[src/rtl/acfc_pkg.sv]
// Constants, types and carriers for the audio clock and format registers.
// Assumes one clock domain shared by the register port and clock detector.
`default_nettype none
package acfc_pkg;

  // Register offsets on the serial control register port
  localparam logic [7:0] ADDR_CLOCK_SETUP = 8'h00;
  localparam logic [7:0] ADDR_IDENT = 8'h01;
  localparam logic [7:0] ADDR_FAULT = 8'h02;
  localparam logic [7:0] ADDR_SYSOPT = 8'h03;
  localparam logic [7:0] ADDR_FORMAT = 8'h04;

  // Clock setup field positions
  localparam int CLK_RATE_LSB = 5;
  localparam int CLK_MCLK_LSB = 2;
  localparam int CLK_SCLK48_BIT = 1;
  localparam int CLK_VALID_BIT = 0;

  // System option field positions
  localparam int SYS_DCBLK_BIT = 7;
  localparam int SYS_HARDUNM_BIT = 5;
  localparam int SYS_AUTODIS_BIT = 3;
  localparam int SYS_SSDIS_BIT = 2;
  localparam int SYS_DEEMPH_LSB = 0;
  localparam logic [7:0] SYS_WR_MASK = 8'haf;

  // Fault flag field positions
  localparam int FLT_SLIP_BIT = 3;
  localparam int FLT_LRCLK_BIT = 4;
  localparam int FLT_SCLK_BIT = 5;
  localparam int FLT_PLL_BIT = 6;
  localparam int FLT_COUNT = 4;

  // Reset values
  localparam logic [7:0] RST_CLOCK_SETUP = 8'h6c;
  localparam logic [7:0] RST_SYSOPT = 8'ha0;
  localparam logic [7:0] RST_FORMAT = 8'h05;

  // Clock multiples of the sample rate
  localparam logic [9:0] MCLK_X64 = 10'h040;
  localparam logic [9:0] MCLK_X128 = 10'h080;
  localparam logic [9:0] MCLK_X192 = 10'h0c0;
  localparam logic [9:0] MCLK_X256 = 10'h100;
  localparam logic [9:0] MCLK_X384 = 10'h180;
  localparam logic [9:0] MCLK_X512 = 10'h200;
  localparam logic [6:0] SCLK_X32 = 7'h20;
  localparam logic [6:0] SCLK_X48 = 7'h30;
  localparam logic [6:0] SCLK_X64 = 7'h40;
  localparam logic [2:0] RATE_176K4 = 3'h6;

  // Word lengths
  localparam logic [4:0] WLEN_16 = 5'h10;
  localparam logic [4:0] WLEN_18 = 5'h12;
  localparam logic [4:0] WLEN_20 = 5'h14;
  localparam logic [4:0] WLEN_24 = 5'h18;

  typedef enum logic [1:0] {
    JUST_RIGHT, JUST_I2S, JUST_LEFT
  } acfc_just_e;

  typedef enum logic [1:0] {
    DEEMPH_NONE, DEEMPH_RSVD, DEEMPH_44K1, DEEMPH_48K
  } acfc_deemph_e;

  // Register access request
  typedef struct packed {
    logic wr;
    logic rd;
    logic [7:0] addr;
    logic [7:0] wdata;
  } acfc_req_s;

  // Clock fault events from the clock detector
  typedef struct packed {
    logic pll_lock;
    logic sclk;
    logic lrclk;
    logic slip;
  } acfc_err_s;

  // Decoded configuration for the audio processing core
  typedef struct packed {
    logic [2:0] rate_code;
    logic [9:0] mclk_mult;
    logic mclk_rsvd;
    logic [6:0] sclk_mult;
    logic clk_valid;
    logic dc_block_en;
    logic hard_unmute;
    logic autodetect_en;
    logic soft_start_en;
    acfc_deemph_e deemph;
    acfc_just_e just;
    logic [4:0] word_len;
    logic fmt_valid;
    logic combo_bad;
  } acfc_cfg_s;

endpackage
`default_nettype wire

[src/rtl/acfc_regs.sv]
// Clock and serial audio format control registers with status read-back.
// Assumes a register port and a clock detector on the same clock as CLK;
// the detector reports the found rate and ratio and one-cycle fault events.
//
// How it works
// - Master ratio code 011 is 256x, default
// - 101 is 384x, 110 is 512x, 111 reserved
// - Bit 1 picks 48x bit clock, else format
// - Bit 0 marks manual clock settings valid
// - Identification reads fixed 7-bit code, bit7 zero
// - Fault flags sticky, software clears with zeros
// - Fault bits 6 to 3, zero when clean
// - Option bit 7 enables dc-blocking filter
// - Option bit 5 picks hard or soft unmute
// - Option bit 3 low enables clock autodetect
// - Option bit 2 low enables soft start
// - Option bits 1:0 select de-emphasis filter
// - Codes 0-5 right-justified and I2S words
// - Codes 6-8 left-justified, 01010 right 18-bit
// - Autodetect reports found rate and ratio
// - Bits 7:5 carry the sample rate code
`timescale 1ns/1ps
`default_nettype none
module acfc_regs #(
  parameter logic [6:0] ID_CODE = 7'h11 // Arbitrary identification value
) (
  // Clock and reset
  input wire logic CLK,
  input wire logic RST_N,
  // Register port
  input wire acfc_pkg::acfc_req_s REG_REQ,
  output logic [7:0] REG_RDATA,
  output logic REG_RVALID,
  // Clock detector
  input wire logic [2:0] DET_RATE,
  input wire logic [2:0] DET_MCLK,
  input wire acfc_pkg::acfc_err_s DET_ERR,
  // Decoded configuration
  output acfc_pkg::acfc_cfg_s CFG_OUT
);
  import acfc_pkg::*;

  typedef struct packed {
    logic [7:0] clock_setup;
    logic [7:0] sysopt;
    logic [7:0] format;
    logic [7:0] rdata;
    logic rvalid;
    acfc_cfg_s cfg;
  } acfc_state_s;

  typedef struct packed {
    acfc_just_e just;
    logic [4:0] word_len;
    logic sclk32;
    logic valid;
  } acfc_fmt_s;

  acfc_state_s st_reg;
  acfc_state_s st_next;
  logic [FLT_COUNT-1:0] flt_flags;
  logic [FLT_COUNT-1:0] flt_set;
  logic flt_clr_we;
  logic [FLT_COUNT-1:0] flt_keep;
  logic [7:0] fault_view;
  logic [7:0] clock_view;
  logic auto_mode;

  // Master clock multiple for a ratio code, zero when reserved
  function automatic logic [9:0] mclk_mult_of(input logic [2:0] code);
    logic [9:0] m;
    m = '0;
    case (code)
      3'h0: m = MCLK_X64;
      3'h1: m = MCLK_X128;
      3'h2: m = MCLK_X192;
      3'h3: m = MCLK_X256;
      3'h5: m = MCLK_X384;
      3'h6: m = MCLK_X512;
      default: m = '0;
    endcase
    return m;
  endfunction

  // Serial format decode; unlisted codes are reserved
  function automatic acfc_fmt_s fmt_of(input logic [7:0] code);
    acfc_fmt_s f;
    f.just = JUST_I2S;
    f.word_len = WLEN_24;
    f.sclk32 = 1'b0;
    f.valid = 1'b1;
    case (code)
      8'h00: begin
        f.just = JUST_RIGHT;
        f.word_len = WLEN_16;
      end
      8'h01: begin
        f.just = JUST_RIGHT;
        f.word_len = WLEN_20;
      end
      8'h02: begin
        f.just = JUST_RIGHT;
        f.word_len = WLEN_24;
      end
      8'h03: begin
        f.just = JUST_I2S;
        f.word_len = WLEN_16;
      end
      8'h04: begin
        f.just = JUST_I2S;
        f.word_len = WLEN_20;
      end
      8'h05: begin
        f.just = JUST_I2S;
        f.word_len = WLEN_24;
      end
      8'h06: begin
        f.just = JUST_LEFT;
        f.word_len = WLEN_16;
      end
      8'h07: begin
        f.just = JUST_LEFT;
        f.word_len = WLEN_20;
      end
      8'h08: begin
        f.just = JUST_LEFT;
        f.word_len = WLEN_24;
      end
      8'h0a: begin
        f.just = JUST_RIGHT;
        f.word_len = WLEN_18;
      end
      8'h13: begin
        f.just = JUST_I2S;
        f.word_len = WLEN_16;
        f.sclk32 = 1'b1;
      end
      8'h16: begin
        f.just = JUST_LEFT;
        f.word_len = WLEN_16;
        f.sclk32 = 1'b1;
      end
      default: begin
        f.valid = 1'b0;
      end
    endcase
    return f;
  endfunction

  // De-emphasis selection
  function automatic acfc_deemph_e deemph_of(input logic [1:0] code);
    acfc_deemph_e d;
    d = DEEMPH_NONE;
    case (code)
      2'h0: d = DEEMPH_NONE;
      2'h1: d = DEEMPH_RSVD;
      2'h2: d = DEEMPH_44K1;
      2'h3: d = DEEMPH_48K;
      default: d = DEEMPH_NONE;
    endcase
    return d;
  endfunction

  // Autodetect runs unless the disable bit is set
  assign auto_mode = ~st_reg.sysopt[SYS_AUTODIS_BIT];

  // Clock setup view: detected values replace bits 7:2 in autodetect
  always_comb begin
    clock_view = st_reg.clock_setup;
    if (auto_mode) begin
      clock_view[7:CLK_RATE_LSB] = DET_RATE;
      clock_view[CLK_RATE_LSB-1:CLK_MCLK_LSB] = DET_MCLK;
    end
  end

  // Fault flag placement in the status byte
  always_comb begin
    fault_view = 8'h00;
    fault_view[FLT_PLL_BIT] = flt_flags[3];
    fault_view[FLT_SCLK_BIT] = flt_flags[2];
    fault_view[FLT_LRCLK_BIT] = flt_flags[1];
    fault_view[FLT_SLIP_BIT] = flt_flags[0];
  end

  // Fault events and software clear for the sticky bank
  assign flt_set = {DET_ERR.pll_lock, DET_ERR.sclk,
                    DET_ERR.lrclk, DET_ERR.slip};
  assign flt_clr_we = REG_REQ.wr && (REG_REQ.addr == ADDR_FAULT);
  assign flt_keep = {REG_REQ.wdata[FLT_PLL_BIT],
                     REG_REQ.wdata[FLT_SCLK_BIT],
                     REG_REQ.wdata[FLT_LRCLK_BIT],
                     REG_REQ.wdata[FLT_SLIP_BIT]};

  acfc_sticky #(
    .N(FLT_COUNT)
  ) u_faults (
    .CLK(CLK),
    .RST_N(RST_N),
    .SET(flt_set),
    .CLR_WE(flt_clr_we),
    .CLR_KEEP(flt_keep),
    .FLAGS(flt_flags)
  );

  // Register writes, read-back and configuration decode
  always_comb begin
    logic [2:0] rate;
    logic [2:0] mcode;
    logic [9:0] mmul;
    acfc_fmt_s fmt;
    rate = '0;
    mcode = '0;
    mmul = '0;
    fmt = '0;
    st_next = st_reg;
    st_next.rvalid = 1'b0;
    // Writes to writable registers
    if (REG_REQ.wr) begin
      case (REG_REQ.addr)
        ADDR_CLOCK_SETUP: st_next.clock_setup = REG_REQ.wdata;
        ADDR_SYSOPT: begin
          st_next.sysopt = REG_REQ.wdata & SYS_WR_MASK;
        end
        ADDR_FORMAT: st_next.format = REG_REQ.wdata;
        default: st_next.rvalid = 1'b0;
      endcase
    end
    // Reads return old contents, unmapped reads zero
    if (REG_REQ.rd) begin
      st_next.rvalid = 1'b1;
      case (REG_REQ.addr)
        ADDR_CLOCK_SETUP: st_next.rdata = clock_view;
        ADDR_IDENT: st_next.rdata = {1'b0, ID_CODE};
        ADDR_FAULT: st_next.rdata = fault_view;
        ADDR_SYSOPT: st_next.rdata = st_reg.sysopt;
        ADDR_FORMAT: st_next.rdata = st_reg.format;
        default: st_next.rdata = 8'h00;
      endcase
    end
    // Effective clocking from detector or from the host
    rate = clock_view[7:CLK_RATE_LSB];
    mcode = clock_view[CLK_RATE_LSB-1:CLK_MCLK_LSB];
    mmul = mclk_mult_of(mcode);
    fmt = fmt_of(st_reg.format);
    st_next.cfg.rate_code = rate;
    st_next.cfg.mclk_mult = mmul;
    st_next.cfg.mclk_rsvd = (mmul == 10'h000);
    // Bit clock multiple
    if (st_reg.clock_setup[CLK_SCLK48_BIT]) begin
      st_next.cfg.sclk_mult = SCLK_X48;
    end else if (fmt.sclk32) begin
      st_next.cfg.sclk_mult = SCLK_X32;
    end else begin
      st_next.cfg.sclk_mult = SCLK_X64;
    end
    // Valid flag only counts in manual mode
    st_next.cfg.clk_valid = ~auto_mode &&
                            st_reg.clock_setup[CLK_VALID_BIT];
    // System options
    st_next.cfg.dc_block_en = st_reg.sysopt[SYS_DCBLK_BIT];
    st_next.cfg.hard_unmute = st_reg.sysopt[SYS_HARDUNM_BIT];
    st_next.cfg.autodetect_en = auto_mode;
    st_next.cfg.soft_start_en = ~st_reg.sysopt[SYS_SSDIS_BIT];
    st_next.cfg.deemph =
      deemph_of(st_reg.sysopt[SYS_DEEMPH_LSB+1:SYS_DEEMPH_LSB]);
    // Serial format
    st_next.cfg.just = fmt.just;
    st_next.cfg.word_len = fmt.word_len;
    st_next.cfg.fmt_valid = fmt.valid;
    // Flag combinations the host must not choose
    st_next.cfg.combo_bad =
      (((mmul == MCLK_X384) || (mmul == MCLK_X512)) &&
       (rate >= RATE_176K4)) ||
      (st_reg.clock_setup[CLK_SCLK48_BIT] &&
       (mmul != MCLK_X192) && (mmul != MCLK_X384));
  end

  // State register with documented defaults
  always_ff @(posedge CLK or negedge RST_N) begin
    if (!RST_N) begin
      st_reg.clock_setup <= RST_CLOCK_SETUP;
      st_reg.sysopt <= RST_SYSOPT;
      st_reg.format <= RST_FORMAT;
      st_reg.rdata <= 8'h00;
      st_reg.rvalid <= 1'b0;
      st_reg.cfg <= '0;
    end else begin
      st_reg <= st_next;
    end
  end

  // Outputs straight from flip-flops
  assign REG_RDATA = st_reg.rdata;
  assign REG_RVALID = st_reg.rvalid;
  assign CFG_OUT = st_reg.cfg;

endmodule // acfc_regs
`default_nettype wire

[src/rtl/acfc_sticky.sv]
// Bank of sticky fault flags, set by hardware, cleared by written zeros.
// Assumes set pulses come from logic on the same clock.
`timescale 1ns/1ps
`default_nettype none
module acfc_sticky #(
  parameter int N = 4
) (
  // Clock and reset
  input wire logic CLK,
  input wire logic RST_N,
  // Hardware events
  input wire logic [N-1:0] SET,
  // Software clear
  input wire logic CLR_WE,
  input wire logic [N-1:0] CLR_KEEP,
  // Flag state
  output logic [N-1:0] FLAGS
);

  typedef struct packed {
    logic [N-1:0] flags;
  } acfc_stk_s;

  acfc_stk_s st_reg;
  acfc_stk_s st_next;

  // Refuse an empty bank
  if (N < 1) begin : g_chk
    $error("acfc_sticky needs at least one flag");
  end

  // Zero written clears, one written keeps, event always wins
  always_comb begin
    st_next = st_reg;
    if (CLR_WE) begin
      st_next.flags = st_reg.flags & CLR_KEEP;
    end
    st_next.flags = st_next.flags | SET;
  end

  // State register
  always_ff @(posedge CLK or negedge RST_N) begin
    if (!RST_N) begin
      st_reg <= '0;
    end else begin
      st_reg <= st_next;
    end
  end

  assign FLAGS = st_reg.flags;

endmodule // acfc_sticky
`default_nettype wire

[config.mk]
export PLATFORM = sky130hd
export DESIGN_NAME = acfc_regs
export DESIGN_NICKNAME = d
export VERILOG_FILES = /design/src/rtl/acfc_pkg.sv /design/src/rtl/acfc_regs.sv /design/src/rtl/acfc_sticky.sv
export SDC_FILE = /design/constraint.sdc
export NUM_CORES = 1
export LEC_CHECK = 0
export CAP_MARGIN = 20
export CORE_MARGIN = 5
export CORE_UTILIZATION = 45
export DETAILED_ROUTE_END_ITERATION = 12
export DONT_BUFFER_PORTS = 1
export GPL_ROUTABILITY_DRIVEN = 0
export GPL_TIMING_DRIVEN = 0
export PLACE_DENSITY_LB_ADDON = 0.3
export SLEW_MARGIN = 20
export SYNTH_ARGS = -nofsm -noshare
export SYNTH_HDL_FRONTEND = slang
export SYNTH_HIERARCHICAL = 1
export SYNTH_SLANG_ARGS = --single-unit
[constraint.sdc]
create_clock -name CLK -period 3.9 [get_ports CLK]
set_input_delay 0 -clock CLK [delete_from_list [all_inputs] [get_ports CLK]]
set_output_delay 0 -clock CLK [all_outputs]
set_load 0.05 [all_outputs]
==> summary.txt, run 1 <==
Layout
  – Final instance count without filler cells: 396
  – P&R area growth vs syn: 20.33%
  – Nets: 344
  – Storage element area: 1536 µm²
  – Fill count: 562
  – Multi-input gate area: 1085 µm²
  – Share of layout cells above drive strength 1: 31.03%
  – Ant. Diodes: 0
  – Max reg flops: 26

Logic synthesis
  – Largest cells by area after synthesis: dfrtp_1 44%, buf_4 11%, mux2_2 7.5%
  – EDFF count, synth: 0
  – Compound-Gate Fraction of Synth Area: 9.668%
  – Adder-cell area share of the yosys netlist: 0.3320%
  – Post-Synth XOR/XNOR Area: 1.162%
  – Synth Flop Type: dfrtp_1
  – Avg Cell Area, Syn: 11.34 µm²
  – Synth warnings: 6
  – Synth Instances: 266
  – Syn Std Cell Area: 3015 µm²
  – Top-count cell post-synth: dfrtp_1
  – Asr flop ratio synth: 100.0%
  – Post-synthesis mux area share: 12.12%
  – Leading area contributor after synthesis: dfrtp_1
  – Synth Area in Simple Gates: 11.20%
  – #FFs+latches synth: 61
  – Sequential cell area fraction in the yosys report: 50.95%
  – Largest family of logic cells by synthesized area: buffers and inverters
  – Synth unique cells: 50
  – Top cell type's share of synthesized area: 43.98%
  – Top post-synthesis cells by count: 53 x dfrtp_1, 45 x buf_4, 20 x mux2_2

Timing
  – Hold Vio Cnt, Final: 0
  – Max Transition Viols Final: 0
  – Clk_skew: 0.007706 ns
  – Post-route clock period utilization: 69.07%
  – Unrepaired setup endpoints after global routing: no
  – Finish-stage setup viols: 0
  – Slew headroom: 41.03%
  – Crit path time final: 2.694 ns
  – Fmax: 371.2 MHz
  – Minimum hold slack: 0.01390 ns
  – Worst slew pin tran: 0.8722 ns
  – Sum Neg Setup Slack: 0 ns

Power
  – Leak: 1.722 nW
  – Max VDD drop: 295.3 µV
  – PD cells: 415.2 nW/µm²

CTS
  – Postcts setup bufs: 0
  – CTS sink count: 61
  – Root buf cell: clkbuf_8
  – Total number of H-tree levels: 3
  – Clk Latency, worst-skew pair: 0.33 ns
  – Clock Path Buffers: 2
  – CTS Buf Count: 9
  – Post-CTS sizing: 0
  – Clk pin slew, worst setup/hold paths: 0.07 ns
  – CTS tree: yes

Die
  – Die H: 91.86 µm
  – Die Width: 91.86 µm
  – Row count: 29
  – Starting Density: 46.95%
  – Io pins: 76
  – Floorplan core area: 6422 µm²
  – Die ar.: 8438 µm²

Critical path
  – Worst EP required: 4.12 ns
  – CP Launch Type: flop
  – CP max FO: 9
  – Crit path DAT: 2.91 ns
  – Class of the most critical setup path: reg -> reg
  – Crit end category: flop

Placed design
  – HPWL after detailed placement: 4292 µm
  – I/O Buffers: 0
  – Inst Count DP: 353

Routing
  – WL final: 6374 µm
  – DRC Markers: 0
  – Initial DRC count: 82
  – Drt via density: 5.030
  – Final antenna-violating net count: 0
  – Wirelength per Cell: 16.10 µm
  – First drt pass iteration count: 4
  – Routed via count: 1992

GRT
  – Antenna violations before repair: 0
  – First-pass GRT wire length: 10760 µm
  – Gr usage total: 16.21%
  – Remaining Overflow, GRT: 0
  – Largest net degree at the start of global routing: 62
  – Vias in the first global route: 2099

Hold path
  – HP Class: in -> reg

Run
  – Maxcap violations: 0

Outcome
  – Status: complete, no violations
-- through the flow --
stage	power (mW)	setup WS, ns	instance area (µm²)	util (%)
final	1.507	1.206	3628	56.50
after global routing	1.574	1.027	3628	56.50
after CTS	1.519	1.199	3628	56.50
after detailed placement	0.9456	1.730	3149	49.04
after global placement	0.9419	1.801	3149	49.04
after floorplan	0.9198	2.226	3053	-
-- cells in the final DEF, fill, tap and decap left out, types with 2 or more instances in the layout --
cell	instances
dfrtp_1	53
conb_1	12
dlygate4sd3_1	26
nand2b_1	9
dfstp_2	8
nand3b_1	2
buf_4	45
xor2_1	2
o211ai_1	2
o2bb2ai_1	4
inv_1	9
nand2_1	7
o21ai_0	10
a221oi_1	3
mux2_2	20
nor2_1	18
clkbuf_1	13
a21o_1	5
nor4_1	2
nand3_1	3
mux2i_1	8
xnor2_1	2
clkbuf_8	13
nor4b_1	2
and2_1	3
mux2_4	4
a32oi_1	2
a21oi_1	6
-- where the power goes --
group | internal (mW) | leakage (nW) | switching [mW] | total [mW]
sequential | 0.670 | 0.764 | 0.0158 | 0.686
combinational | 0.0968 | 0.858 | 0.189 | 0.286
clock | 0.300 | 0.0997 | 0.235 | 0.535
-- cells by family (layout without fill, tap and decap cells) --
| group | after synthesis | in the layout |
|---|---|---|
| other cells | 2 | 12 |
| buf+inv | 68 | 111 |
| flops | 61 | 61 |
| simple gates | 56 | 56 |
| xor+xnor | 4 | 4 |
| fa+ha+maj | 1 | 1 |
| compound gates | 42 | 42 |
| mux | 32 | 32 |
-- layout make-up --
cell class	count	area share (%)
clock buffers	15	5.138
flip-flops and latches	61	42.34
inverters	10	1.034
clock inverters	1	0.1379
repair buffers	27	7.931
plain buffers	58	10.86
multi-input cells	147	29.90
well taps	77	2.655
-- final timing paths --
kind                            cells past startpoint            to  slack, ns   startpoint
worst max-delay path                                6  REG_RDATA[3]       1.21   st_reg[57]
worst min-delay path                                2   CFG_OUT[32]       0.01  DET_MCLK[0]
worst max register to register                      6  REG_RDATA[3]       1.21   st_reg[57]
worst min register to register                      0   CFG_OUT[14]       0.42  st_next[14]
max in group asynchronous                           2    st_reg[67]       3.41        RST_N
min in group asynchronous                           2   CFG_OUT[31]       0.20        RST_N
-- repair_timing --
item / CTS / global route
hold buffers: 27 / 0
hold endpoints to repair: 99 / 0
setup endpoints to repair: 0 / 0
-- metal layers --
metal	GRT usage, %	vias up	part of all wire (%)
met2	25.73	75	48
met5	0	-	0
li1	-	960	-
met1	20.61	950	43
met4	4.455	0	0.72
met3	6.547	7	8.1
-- critical path: stages, from the launching register on --
cell and delay (ns):
dfrtp_1 0.33, clkbuf_1 0.47, mux2i_1 0.70, o21ai_0 0.21
a21oi_1 0.22, o2bb2ai_1 0.10, dlygate4sd3_1 0.56
(Power assumes the default switching activity.)
==> inputs of run 2 (changes only) <==
Settings changed: ABC_AREA set to 1.
Clock period 3.9 ns to 2.6 ns, I/O delays scaled along.
==> summary.txt, run 2 <==
Logic synthesis
  – Top cell type's share of synthesized area: 42.55%
  – Leading area contributor after synthesis: dfrtp_1
  – Avg Cell Area, Syn: 8.180 µm²
  – Synth warnings: 6
  – Sequential cell area fraction in the yosys report: 49.30%
  – Top-count cell post-synth: nand2_1
  – Synth Instances: 381
  – Largest cells by area after synthesis: dfrtp_1 43%, nand2_1 13%, buf_4 12%
  – Syn Std Cell Area: 3117 µm²
  – #FFs+latches synth: 61
  – Synth unique cells: 27
  – Top post-synthesis cells by count: 112 x nand2_1, 53 x dfrtp_1, 48 x buf_4
  – Synth Flop Type: dfrtp_1
  – EDFF count, synth: 0
  – Asr flop ratio synth: 100.0%

Layout
  – Fill count: 653
  – Most common cell after layout, fill and taps aside: nand2_1
  – P&R area growth vs syn: 22.40%
  – Ant. Diodes: 0
  – Most frequent cells in the layout: 112 x nand2_1, 53 x dfrtp_1, 48 x buf_4
  – Final instance count without filler cells: 518
  – Layout Utilization: 56.46%
  – Nets: 463
  – Final non-filler cell area: 3815 µm²
  – Share of layout cells above drive strength 1: 21.00%
  – Max reg flops: 26

CTS
  – Root buf cell: clkbuf_8
  – Clk Latency, worst-skew pair: 0.34 ns
  – CTS tree: yes
  – Postcts setup bufs: 0
  – Clk pin slew, worst setup/hold paths: 0.07 ns
  – Clock Path Buffers: 2
  – Total number of H-tree levels: 3
  – CTS Buf Count: 9
  – CTS sink count: 61

Timing
  – Max Transition Viols Final: 0
  – Sum Neg Setup Slack: 0 ns
  – Finish-stage setup viols: 0
  – Post-route clock period utilization: 72.70%
  – Clk_skew: 0.008961 ns
  – Minimum hold slack: 0.006110 ns
  – Unrepaired setup endpoints after global routing: no
  – Fmax: 529.1 MHz
  – Hold Vio Cnt, Final: 0
  – Worst slew pin tran: 0.6294 ns
  – Crit path time final: 1.890 ns
  – Setup WS post-layout: 0.7098 ns
  – Slew headroom: 57.65%

Routing
  – Drt via density: 4.776
  – Final antenna-violating net count: 0
  – Initial DRC count: 124
  – WL final: 7010 µm
  – First drt pass iteration count: 4
  – DRC Markers: 0
  – Routed via count: 2474
  – Wirelength per Cell: 13.53 µm

Hold path
  – WHS Path Cells: 3
  – HP Class: in -> reg

Placed design
  – I/O Buffers: 0
  – Dpl ws: 1.194 ns
  – HPWL after detailed placement: 4980 µm
  – Post-DP Area: 3254 µm²
  – Inst Count DP: 471

Power
  – Leak: 1.991 nW
  – PD cells: 627.2 nW/µm²
  – Max VDD drop: 230.5 µV
  – Overall power: 2.393 mW

Critical path
  – Crit end category: flop
  – Crit path DAT: 2.11 ns
  – Worst EP required: 2.82 ns
  – Class of the most critical setup path: in -> reg
  – CP max stage cell: nor4_1
  – CP Launch Type: input pin
  – Worst Reg-to-Reg Cells: 7
  – Critical path's largest stage delay: 0.58 ns
  – Worst path cell trace: dlygate4sd3_1, buf_6, inv_4, nor4_1, nand2_1, nand2_1, nand2_1, dlygate4sd3_1
  – Most frequent CP cell: nand2_1
  – CP max FO: 8

GRT
  – First-pass GRT wire length: 11760 µm
  – Gr usage total: 17.52%
  – Largest net degree at the start of global routing: 62
  – Remaining Overflow, GRT: 0
  – Antenna violations before repair: 0
  – Vias in the first global route: 2494

Outcome
  – Status: complete, no violations

Die
  – Die H: 93.23 µm
  – Row count: 30
  – Starting Density: 46.13%
  – Die ar.: 8691 µm²
  – Floorplan core area: 6756 µm²
  – Die Width: 93.23 µm
  – Io pins: 76

Run
  – Maxcap violations: 0
run 2: changes by cell type after synthesis, moves of 8 or more:
cell      previous run  this run
mux2_2              20         0
inv_1                9        43
clkbuf_1            11         3
nand2_1              7       112
nand3_1              3        40
mux2i_1              8         0
nand2b_1             9         0
run 2: per-layer routing:
layer,global-route usage [%],up-vias,routed length [µm]
met5,0,-,0
met2,28.17,71,3401
met3,6.356,11,422
met4,6.471,0,118
met1,21.55,1158,3067
li1,-,1234,-
run 2: timing repair:
action,in CTS,in global routing
hold buffers,31,0
hold endpoints to repair,97,0
gates resized for setup,0,0
run 2: critical path, delay by kind of cell:
family / cells / cell delay (ns)
buffers and inverters: 4 / 1.27
AND/OR/NAND/NOR: 4 / 0.83
run 2: kinds of logic after synthesis:
group	after synthesis	synth area share (%)
buffers and inverters	100	18.43
DFF	61	49.30
other	2	0.2410
AOI/OAI and AO/OA	26	4.857
and+or+nand+nor	192	27.18
run 2: area by class of cell:
type / count / area, µm² / area share, %
plain buffers: 54 / 399.1 / 10.46
clock buffers: 11 / 151.4 / 3.969
clock inverters: 5 / 81.33 / 2.132
inverters: 46 / 175.2 / 4.592
multi-input cells: 230 / 1044 / 27.35
flip-flops and latches: 61 / 1536 / 40.28
well taps: 80 / 100.1 / 2.624
repair buffers: 31 / 327.8 / 8.593
run 2: worst paths after layout:
check	from	endpoint	slack, ns
max	REG_REQ[17]	u_faults/FLAGS[3]	0.71
min	REG_REQ[16]	REG_RDATA[2]	0.006
max reg2reg	st_reg[57]	CFG_OUT[31]	0.92
min reg2reg	st_next[14]	CFG_OUT[14]	0.42
max in group asynchronous	RST_N	st_reg[46]	2.10
min in group asynchronous	RST_N	CFG_OUT[20]	0.17
run 2: power by group:
group	leakage (nW)	total (mW)	switching (mW)	internal, mW
registers	0.710	1.04	0.0302	1.01
clock network	0.116	0.979	0.385	0.593
logic	1.17	0.377	0.262	0.115
